--- src/hdl/power_state_params.svh ---
// Timing constants and encodings of the power state controller.
`ifndef POWER_STATE_PARAMS_SVH
`define POWER_STATE_PARAMS_SVH
`define CLOCK_HZ 25000000
`define WAKE_WINDOW_S 5
`define WAKE_WINDOW_CYCLES (`WAKE_WINDOW_S * `CLOCK_HZ)
`define SLEEP_DELAY_S 1
`define SLEEP_DELAY_CYCLES (`SLEEP_DELAY_S * `CLOCK_HZ)
`define RESET_MIN_S 1
`define RESET_MIN_CYCLES (`RESET_MIN_S * `CLOCK_HZ)
`define BUTTON_HOLD_S 8
`define BUTTON_HOLD_CYCLES (`BUTTON_HOLD_S * `CLOCK_HZ)
`define TIMER_WIDTH 28
`define RAIL_RESET 1'h0
`define PIN_IDLE_LEVELS 7'h24
`define HOST_LINK_RESET 4'hC
`endif

--- src/hdl/power_state_pkg.sv ---
// Types shared by both ends of the power state controller.
package power_state_pkg;
	typedef enum logic [2:0] {
		ST_OFF,
		ST_WAKE_WAIT,
		ST_ACTIVE,
		ST_POWER_DOWN,
		ST_SLEEP,
		ST_RESET
	} power_state_t;
endpackage : power_state_pkg

--- src/hdl/power_hold_if.sv ---
// Link between the power state controller and the host processor.
`timescale 1ns/1ns
`default_nettype none
interface power_hold_if;
	logic power_hold_request;
	logic wake_notify_n_out;
	logic wake_notify_n_oe;
	logic wake_notify_n;
	assign wake_notify_n = wake_notify_n_oe ? wake_notify_n_out : 1'b1;
	modport device (
		input power_hold_request,
		output wake_notify_n_out,
		output wake_notify_n_oe
	);
	modport host (
		output power_hold_request,
		input wake_notify_n
	);
endinterface : power_hold_if
`default_nettype wire

--- src/hdl/pin_sync.sv ---
// Two-stage synchroniser with rising and falling edges decoded from its registers.
`timescale 1ns/1ns
`default_nettype none
module pin_sync (
	// Clock and reset.
	input wire logic CLOCK,
	input wire logic RESET_N,
	// Pin and result.
	input wire logic PIN,
	input wire logic RESET_LEVEL,
	output logic LEVEL,
	output logic RISE,
	output logic FALL
);
	typedef struct packed {
		logic seeded;
		logic meta;
		logic level;
		logic last;
	} sync_t;
	sync_t r;
	sync_t next_r;
	// Reset value is constant; the chosen idle level is applied after release.
	always_comb begin
		next_r = r;
		next_r.seeded = 1'b1;
		if (!r.seeded) begin
			next_r.meta = RESET_LEVEL;
			next_r.level = RESET_LEVEL;
			next_r.last = RESET_LEVEL;
		end else begin
			next_r.meta = PIN;
			next_r.level = r.meta;
			next_r.last = r.level;
		end
	end
	always_ff @(posedge CLOCK or negedge RESET_N) begin
		if (!RESET_N) begin
			r <= '0;
		end else begin
			r <= next_r;
		end
	end
	assign LEVEL = r.level;
	assign RISE = r.seeded && r.level && !r.last;
	assign FALL = r.seeded && !r.level && r.last;
endmodule : pin_sync
`default_nettype wire

--- src/hdl/power_state_device.sv ---
// Power state machine of the power-management device.
`timescale 1ns/1ns
`default_nettype none
`include "power_state_params.svh"
module power_state_device
	import power_state_pkg::*;
(
	// Clock and reset.
	input wire logic CLOCK,
	input wire logic RESET_N,
	// Host link.
	power_hold_if.device LINK,
	// Pins from the board.
	input wire logic PUSH_BUTTON_IN,
	input wire logic USB_INPUT,
	input wire logic WALL_ADAPTER_INPUT,
	input wire logic HARD_RESTART_N,
	// Supply and fault monitors.
	input wire logic UNDERVOLTAGE_LOCKOUT,
	input wire logic OVERTEMP_SHUTDOWN,
	input wire logic POWER_GOOD_FAIL,
	// Control bits and sequencer status.
	input wire logic SHUTDOWN_SELECT,
	input wire logic STANDBY_ENABLED,
	input wire logic SEQ_DOWN_DONE,
	input wire logic CHARGER_ENABLE_REQ,
	// Outputs to rails, sequencer and registers.
	output logic UNSEQUENCED_RAILS_ON,
	output logic STANDBY_REGULATOR,
	output logic SEQ_POWER_UP,
	output logic SEQ_POWER_DOWN,
	output logic REGISTERS_DEFAULT,
	output logic SERIAL_ENABLE,
	output logic CHARGER_ACTIVE,
	output power_state_t STATE
);
	typedef struct packed {
		power_state_t state;
		logic [`TIMER_WIDTH-1:0] timer;
		logic [`TIMER_WIDTH-1:0] button_timer;
		logic unseq_on;
		logic standby_on;
		logic notify_low;
		logic seq_up;
		logic fault_seen;
		logic regs_default;
	} dev_t;
	dev_t r;
	dev_t next_r;
	logic hold;
	logic button_low;
	logic button_fall;
	logic usb_rise;
	logic ac_rise;
	logic usb_level;
	logic ac_level;
	logic restart_low;
	logic undervoltage_lockout;
	logic overtemp_shutdown;
	logic pg_fail;
	logic wake_event;
	logic fault;
	logic button_expired;
	logic [`TIMER_WIDTH-1:0] hold_limit;
	logic [`TIMER_WIDTH-1:0] wake_limit;
	logic [`TIMER_WIDTH-1:0] second_limit;
	logic [6:0] pins;
	logic [6:0] pin_levels;
	logic [6:0] pin_rises;
	logic [6:0] pin_falls;
	logic [6:0] pin_idle;
	assign hold_limit = `TIMER_WIDTH'(`BUTTON_HOLD_CYCLES);
	assign wake_limit = `TIMER_WIDTH'(`WAKE_WINDOW_CYCLES);
	assign second_limit = `TIMER_WIDTH'(`SLEEP_DELAY_CYCLES);
	// ***********************************************
	// Input synchronisers.
	// ***********************************************
	assign pins = {LINK.power_hold_request, PUSH_BUTTON_IN, USB_INPUT,
		WALL_ADAPTER_INPUT, HARD_RESTART_N, UNDERVOLTAGE_LOCKOUT,
		OVERTEMP_SHUTDOWN};
	assign pin_idle = `PIN_IDLE_LEVELS;
	genvar g;
	generate
		for (g = 0; g < 7; g++) begin : gen_sync
			pin_sync u_sync (
				.CLOCK(CLOCK),
				.RESET_N(RESET_N),
				.PIN(pins[g]),
				.RESET_LEVEL(pin_idle[g]),
				.LEVEL(pin_levels[g]),
				.RISE(pin_rises[g]),
				.FALL(pin_falls[g])
			);
		end
	endgenerate
	assign hold = pin_levels[6];
	assign button_low = !pin_levels[5];
	assign button_fall = pin_falls[5];
	assign usb_level = pin_levels[4];
	assign usb_rise = pin_rises[4];
	assign ac_level = pin_levels[3];
	assign ac_rise = pin_rises[3];
	assign restart_low = !pin_levels[2];
	assign undervoltage_lockout = pin_levels[1];
	assign overtemp_shutdown = pin_levels[0];
	assign pg_fail = POWER_GOOD_FAIL;
	assign wake_event = button_fall || usb_rise || ac_rise;
	assign button_expired = button_low && (r.button_timer >= hold_limit);
	// Monitors are ignored while OFF and while waiting on a wake.
	assign fault = (r.state != ST_OFF) && (r.state != ST_WAKE_WAIT) &&
		(undervoltage_lockout || overtemp_shutdown || pg_fail);
	// ***********************************************
	// State machine.
	// ***********************************************
	always_comb begin
		next_r = r;
		next_r.regs_default = 1'b0;
		next_r.timer = r.timer + `TIMER_WIDTH'(1);
		// Button hold counter restarts every 8 s while held.
		if (!button_low || button_expired) begin
			next_r.button_timer = '0;
		end else begin
			next_r.button_timer = r.button_timer + `TIMER_WIDTH'(1);
		end
		unique case (r.state)
			ST_OFF: begin
				next_r.unseq_on = 1'b0;
				next_r.standby_on = 1'b0;
				next_r.seq_up = 1'b0;
				next_r.notify_low = 1'b0;
				next_r.regs_default = 1'b1;
				if (!(undervoltage_lockout || overtemp_shutdown || pg_fail)) begin
					next_r.fault_seen = 1'b0;
				end
				if (wake_event && !r.fault_seen) begin
					next_r.state = ST_WAKE_WAIT;
					next_r.timer = '0;
					next_r.unseq_on = 1'b1;
					next_r.standby_on = 1'b1;
					next_r.notify_low = 1'b1;
				end
			end
			ST_WAKE_WAIT: begin
				if (hold) begin
					next_r.state = ST_ACTIVE;
					next_r.notify_low = 1'b0;
					next_r.seq_up = 1'b1;
				end else if (r.timer >= wake_limit - `TIMER_WIDTH'(1)) begin
					next_r.state = ST_OFF;
					next_r.notify_low = 1'b0;
					next_r.unseq_on = 1'b0;
					next_r.standby_on = 1'b0;
					next_r.regs_default = 1'b1;
				end
			end
			ST_ACTIVE: begin
				next_r.notify_low = 1'b0;
				if (restart_low || button_expired) begin
					next_r.state = ST_RESET;
					next_r.timer = '0;
					next_r.seq_up = 1'b0;
					next_r.regs_default = 1'b1;
				end else if (!hold) begin
					next_r.state = ST_POWER_DOWN;
					next_r.timer = '0;
					next_r.seq_up = 1'b0;
				end
			end
			ST_POWER_DOWN: begin
				if (SHUTDOWN_SELECT) begin
					next_r.state = ST_OFF;
					next_r.unseq_on = 1'b0;
					next_r.standby_on = 1'b0;
					next_r.regs_default = 1'b1;
				end else if (r.timer >= second_limit - `TIMER_WIDTH'(1)) begin
					next_r.state = ST_SLEEP;
					next_r.standby_on = STANDBY_ENABLED;
					next_r.regs_default = 1'b1;
				end
			end
			ST_SLEEP: begin
				if (hold) begin
					next_r.state = ST_ACTIVE;
					next_r.seq_up = 1'b1;
				end else if (wake_event) begin
					next_r.state = ST_WAKE_WAIT;
					next_r.timer = '0;
					next_r.unseq_on = 1'b1;
					next_r.notify_low = 1'b1;
				end
			end
			ST_RESET: begin
				next_r.regs_default = 1'b1;
				if (SEQ_DOWN_DONE) begin
					next_r.unseq_on = 1'b0;
					next_r.standby_on = 1'b0;
				end
				if (restart_low) begin
					next_r.timer = r.timer;
				end
				if (!restart_low && SEQ_DOWN_DONE &&
					r.timer >= second_limit - `TIMER_WIDTH'(1)) begin
					next_r.state = ST_WAKE_WAIT;
					next_r.timer = '0;
					next_r.unseq_on = 1'b1;
					next_r.standby_on = 1'b1;
					next_r.notify_low = 1'b1;
				end
			end
		endcase
		// Faults override every path and latch until cleared.
		if (fault) begin
			next_r.state = ST_OFF;
			next_r.unseq_on = 1'b0;
			next_r.standby_on = 1'b0;
			next_r.seq_up = 1'b0;
			next_r.notify_low = 1'b0;
			next_r.fault_seen = 1'b1;
			next_r.regs_default = 1'b1;
		end
	end
	always_ff @(posedge CLOCK or negedge RESET_N) begin
		if (!RESET_N) begin
			r <= '{state: ST_OFF, fault_seen: 1'b0, regs_default: 1'b1,
				default: '0};
		end else begin
			r <= next_r;
		end
	end
	// ***********************************************
	// Outputs.
	// ***********************************************
	assign LINK.wake_notify_n_out = 1'b0;
	assign LINK.wake_notify_n_oe = r.notify_low;
	assign UNSEQUENCED_RAILS_ON = r.unseq_on;
	assign STANDBY_REGULATOR = r.standby_on;
	assign SEQ_POWER_UP = r.seq_up;
	assign SEQ_POWER_DOWN = !r.seq_up && (r.state != ST_OFF);
	assign REGISTERS_DEFAULT = r.regs_default;
	assign SERIAL_ENABLE = (r.state != ST_OFF);
	assign CHARGER_ACTIVE = CHARGER_ENABLE_REQ && (r.state != ST_OFF) &&
		(usb_level || ac_level);
	assign STATE = r.state;
endmodule : power_state_device
`default_nettype wire

--- src/flat_wrapper.sv ---
// flat-port wrapper written by rule: the top's interface ports become plain ports
module power_state_device_flat import power_state_pkg::*;
  (CLOCK, RESET_N, PUSH_BUTTON_IN, USB_INPUT, WALL_ADAPTER_INPUT, HARD_RESTART_N, UNDERVOLTAGE_LOCKOUT, OVERTEMP_SHUTDOWN, POWER_GOOD_FAIL, SHUTDOWN_SELECT, STANDBY_ENABLED, SEQ_DOWN_DONE, CHARGER_ENABLE_REQ, UNSEQUENCED_RAILS_ON, STANDBY_REGULATOR, SEQ_POWER_UP, SEQ_POWER_DOWN, REGISTERS_DEFAULT, SERIAL_ENABLE, CHARGER_ACTIVE, STATE, LINK_power_hold_request, LINK_wake_notify_n_out, LINK_wake_notify_n_oe);
  power_hold_if LINK_i ();
  input wire logic CLOCK;
  input wire logic RESET_N;
  input wire logic PUSH_BUTTON_IN;
  input wire logic USB_INPUT;
  input wire logic WALL_ADAPTER_INPUT;
  input wire logic HARD_RESTART_N;
  input wire logic UNDERVOLTAGE_LOCKOUT;
  input wire logic OVERTEMP_SHUTDOWN;
  input wire logic POWER_GOOD_FAIL;
  input wire logic SHUTDOWN_SELECT;
  input wire logic STANDBY_ENABLED;
  input wire logic SEQ_DOWN_DONE;
  input wire logic CHARGER_ENABLE_REQ;
  output logic UNSEQUENCED_RAILS_ON;
  output logic STANDBY_REGULATOR;
  output logic SEQ_POWER_UP;
  output logic SEQ_POWER_DOWN;
  output logic REGISTERS_DEFAULT;
  output logic SERIAL_ENABLE;
  output logic CHARGER_ACTIVE;
  output power_state_t STATE;
  input wire logic [$bits(LINK_i.power_hold_request)-1:0] LINK_power_hold_request;
  output wire logic [$bits(LINK_i.wake_notify_n_out)-1:0] LINK_wake_notify_n_out;
  output wire logic [$bits(LINK_i.wake_notify_n_oe)-1:0] LINK_wake_notify_n_oe;
  assign LINK_i.power_hold_request = LINK_power_hold_request;
  assign LINK_wake_notify_n_out = LINK_i.wake_notify_n_out;
  assign LINK_wake_notify_n_oe = LINK_i.wake_notify_n_oe;
  power_state_device u_core (.CLOCK(CLOCK), .RESET_N(RESET_N), .LINK(LINK_i), .PUSH_BUTTON_IN(PUSH_BUTTON_IN), .USB_INPUT(USB_INPUT), .WALL_ADAPTER_INPUT(WALL_ADAPTER_INPUT), .HARD_RESTART_N(HARD_RESTART_N), .UNDERVOLTAGE_LOCKOUT(UNDERVOLTAGE_LOCKOUT), .OVERTEMP_SHUTDOWN(OVERTEMP_SHUTDOWN), .POWER_GOOD_FAIL(POWER_GOOD_FAIL), .SHUTDOWN_SELECT(SHUTDOWN_SELECT), .STANDBY_ENABLED(STANDBY_ENABLED), .SEQ_DOWN_DONE(SEQ_DOWN_DONE), .CHARGER_ENABLE_REQ(CHARGER_ENABLE_REQ), .UNSEQUENCED_RAILS_ON(UNSEQUENCED_RAILS_ON), .STANDBY_REGULATOR(STANDBY_REGULATOR), .SEQ_POWER_UP(SEQ_POWER_UP), .SEQ_POWER_DOWN(SEQ_POWER_DOWN), .REGISTERS_DEFAULT(REGISTERS_DEFAULT), .SERIAL_ENABLE(SERIAL_ENABLE), .CHARGER_ACTIVE(CHARGER_ACTIVE), .STATE(STATE));
endmodule
--- config.mk ---
export PLATFORM = sky130hd
export DESIGN_NAME = power_state_device_flat
export DESIGN_NICKNAME = d
export VERILOG_FILES = /design/src/hdl/power_state_pkg.sv /design/src/hdl/power_hold_if.sv /design/src/hdl/pin_sync.sv /design/src/hdl/power_state_device.sv /design/src/flat_wrapper.sv
export VERILOG_INCLUDE_DIRS = /design/src /design/src/hdl
export SDC_FILE = /design/constraint.sdc
export NUM_CORES = 1
export LEC_CHECK = 0
export BUFFER_PORTS_ARGS = -buffer_cell sky130_fd_sc_hd__clkbuf_2
export CAP_MARGIN = 40
export CORE_MARGIN = 2
export CORE_UTILIZATION = 57
export CTS_BUF_LIST = sky130_fd_sc_hd__clkbuf_4 sky130_fd_sc_hd__clkbuf_8
export CTS_CLUSTER_SIZE = 16
export DETAILED_ROUTE_END_ITERATION = 8
export PLACE_DENSITY = 0.84
export SLEW_MARGIN = 20
export SYNTH_ARGS = -nofsm -noshare
export SYNTH_HDL_FRONTEND = slang
export SYNTH_HIERARCHICAL = 1
export SYNTH_SLANG_ARGS = --single-unit
--- constraint.sdc ---
create_clock -name CLOCK -period 2.1 [get_ports CLOCK]
set_input_delay 0.42 -clock CLOCK [delete_from_list [all_inputs] [get_ports CLOCK]]
set_output_delay 0.42 -clock CLOCK [all_outputs]
set_load 0.02 [all_outputs]
==> out/metrics.yaml <==
status: "finished, violations left"
violations: "setup timing"
placed_area_um2: 5300
r2r_slack_ns: -0.33
worst_ep_required_time_ns: 2.40
syn-cell-area_um2: 4630
fill_cells: 537
ir_worst_vdd_uv: 703
r2r_cells: 7
cts-root-buf: "clkbuf_8"
rows: 32
placement.io_buffers: 24
firstDrtPassIters: 5
endpoint: "u_core/r[47]"
max_slew.worst_pin.slew_ns: 0.605
clock_latency_ns: 0.38
io_pins: 26
min_period_ns: 2.43
vias_per_cell: 5.74
yosys_warnings: 6
wl_um: 11100
hp-class: "in -> reg"
nets: 600
antenna_found_initial: 0
worstPathMaxFanout: 13
place_hpwl_um: 7110
ant_nets: 0
fin_crit_sh_pct: 116
clockBufferDepth: 2
synth_area_per_cell_um2: 9.43
rsz0062_at_grt: "yes"
startpoint: "u_core/r[19]"
slew_headroom_pct: 59.1
final_common_cell: "dfrtp_1"
vias: 3962
r2r-start: "u_core/r[19]"
cp_num_buf_inv: 1
multiInputGateArea_um2: 2460
drc_errors: 0
grt_first_pass_wirelength_um: 17300
fin_skew_ns: 0.0180
path_clk_slew_ns: 0.11
rr_endpoint: "u_core/r[47]"
critical_path_arrival_ns: 2.73
final-hold-violation-count: 0
drv_slew: 0
fin_area_um2: 5730
end_kind: "register"
p_leak_uw: 0.00251
grt_pass1_vias: 3863
grt_usage_pct: 24.8
whs_path_depth: 2
core_um2: 7810
die_w_um: 94.1
critical-path-top-delay-family: "simple AND/OR/NAND/NOR gates"
grt_start_max_net_pins: 46
gp_congestion: 0.917
dieArea_um2: 8860
synth_cells: 491
max_freq_mhz: 412
antenna_cells: 0
worst_slack_ns: -0.326
path_cells: "or4_4 -> o211ai_2 -> a2111oi_2 -> or3_1 -> o32a_4 -> clkbuf_16 -> nor2_1"
crit_type: "reg -> reg"
final_cell_mix: "dfrtp_1, nor2_1, buf_4, nand2_1, xnor2_1"
drt-initial-drc-count: 229
wire_per_inst_um: 16.1
initial_core_util_pct: 59.3
grt_overflow: 0
critPathSlowestCell: "or4_4"
cts_num_sinks: 89
p_per_area_nw_per_um2: 809
htreeDepth: 3
path_depth: 7
area_growth_syn_to_layout_pct: 23.7
setup_violations: 31
cp-start-kind: "register"
final_core_util_pct: 73.3
tritoncts: "done"
drv_cap: 0
die_h_um: 94.1
cts_buffers: 9
drive_gt1_share_pct: 27.2
preCtsSetupSlack_ns: -0.283
seq_area_um2: 2230
cp_slowest_stage_delay_ns: 0.55
==> area by class of cell <==
type / instances / area share (%)
sequential: 89 / 38.9
multi-input combinational: 379 / 43.0
timing repair buffer: 87 / 11.4
clock buffer: 9 / 2.16
tap: 102 / 2.23
inverter: 17 / 1.11
clock inverter: 7 / 1.18
==> power by group <==
part / total (uW) / internal (uW) / switching (uW) / leakage [uW]
Clock: 1160 / 463 / 699 / 0.0000997
Sequential: 1980 / 1870 / 112 / 0.00117
Combinational: 1490 / 616 / 876 / 0.00124
==> how the worst min path moves through the flow <==
stage,slack (ns),end,startpoint
finish,0.26,u_core/gen_sync[1].u_sync/r[2],UNDERVOLTAGE_LOCKOUT
global route,0.25,u_core/gen_sync[5].u_sync/r[2],PUSH_BUTTON_IN
CTS,0.26,u_core/gen_sync[2].u_sync/r[2],HARD_RESTART_N
detailed placement,0.33,u_core/r[56],RESET_N
global placement,0.32,u_core/r[56],RESET_N
floorplan,0.12,u_core/LINK.wake_notify_n_oe,RESET_N
==> registers in the layout (all words and copies together) (netlist names) <==
signal and flops:
u_core/r 57, u_core/SEQ_POWER_UP 1, u_core/gen_sync.u_sync/r 17, u_core/UNSEQUENCED_RAILS_ON 1, u_core/STATE 3, u_core/STANDBY_REGULATOR 1
u_core/LINK.wake_notify_n_oe 1, u_core/gen_sync.u_sync/LEVEL 7, u_core/REGISTERS_DEFAULT 1
==> per-layer routing <==
layer | GRT usage (%) | vias to the layer above | part of all wire [%]
met1 | 30.7 | 1943 | 41
li1 | - | 1856 | -
met4 | 7.73 | 0 | 2.2
met2 | 42.2 | 138 | 51
met3 | 6.74 | 25 | 5.4
met5 | 0 | - | 0
==> worst reg2reg max path, stage by stage (launching register included) <==
cell and delay [ns]:
dfrtp_1 0.41, or4_4 0.55, o211ai_2 0.20, a2111oi_2 0.11
or3_1 0.40, o32a_4 0.38, clkbuf_16 0.19, nor2_1 0.12
==> metrics by stage <==
| stage | cells | TNS [ns] | hold WS [ns] | total power (uW) |
|---|---|---|---|---|
| floorplan | 507 | -5.71 | 0.124 | 2880 |
| global placement | 669 | -4.68 | 0.323 | 3230 |
| detailed placement | 669 | -7.24 | 0.332 | 3290 |
| CTS | 688 | -6.00 | 0.255 | 4490 |
| global route | 690 | -9.27 | 0.246 | 4860 |
| finish | 690 | -8.42 | 0.264 | 4630 |
==> repair_timing <==
action / 4_1_cts / 5_1_grt
setup endpoints to repair: 36 / 41
buffers inserted: 2 / 1
hold buffers: 1 / 0
gates resized for setup: 9 / 31
pin swaps: 2 / 3
hold endpoints to repair: 19 / 0
gates cloned: 0 / 1
(Power assumes the default switching activity.)
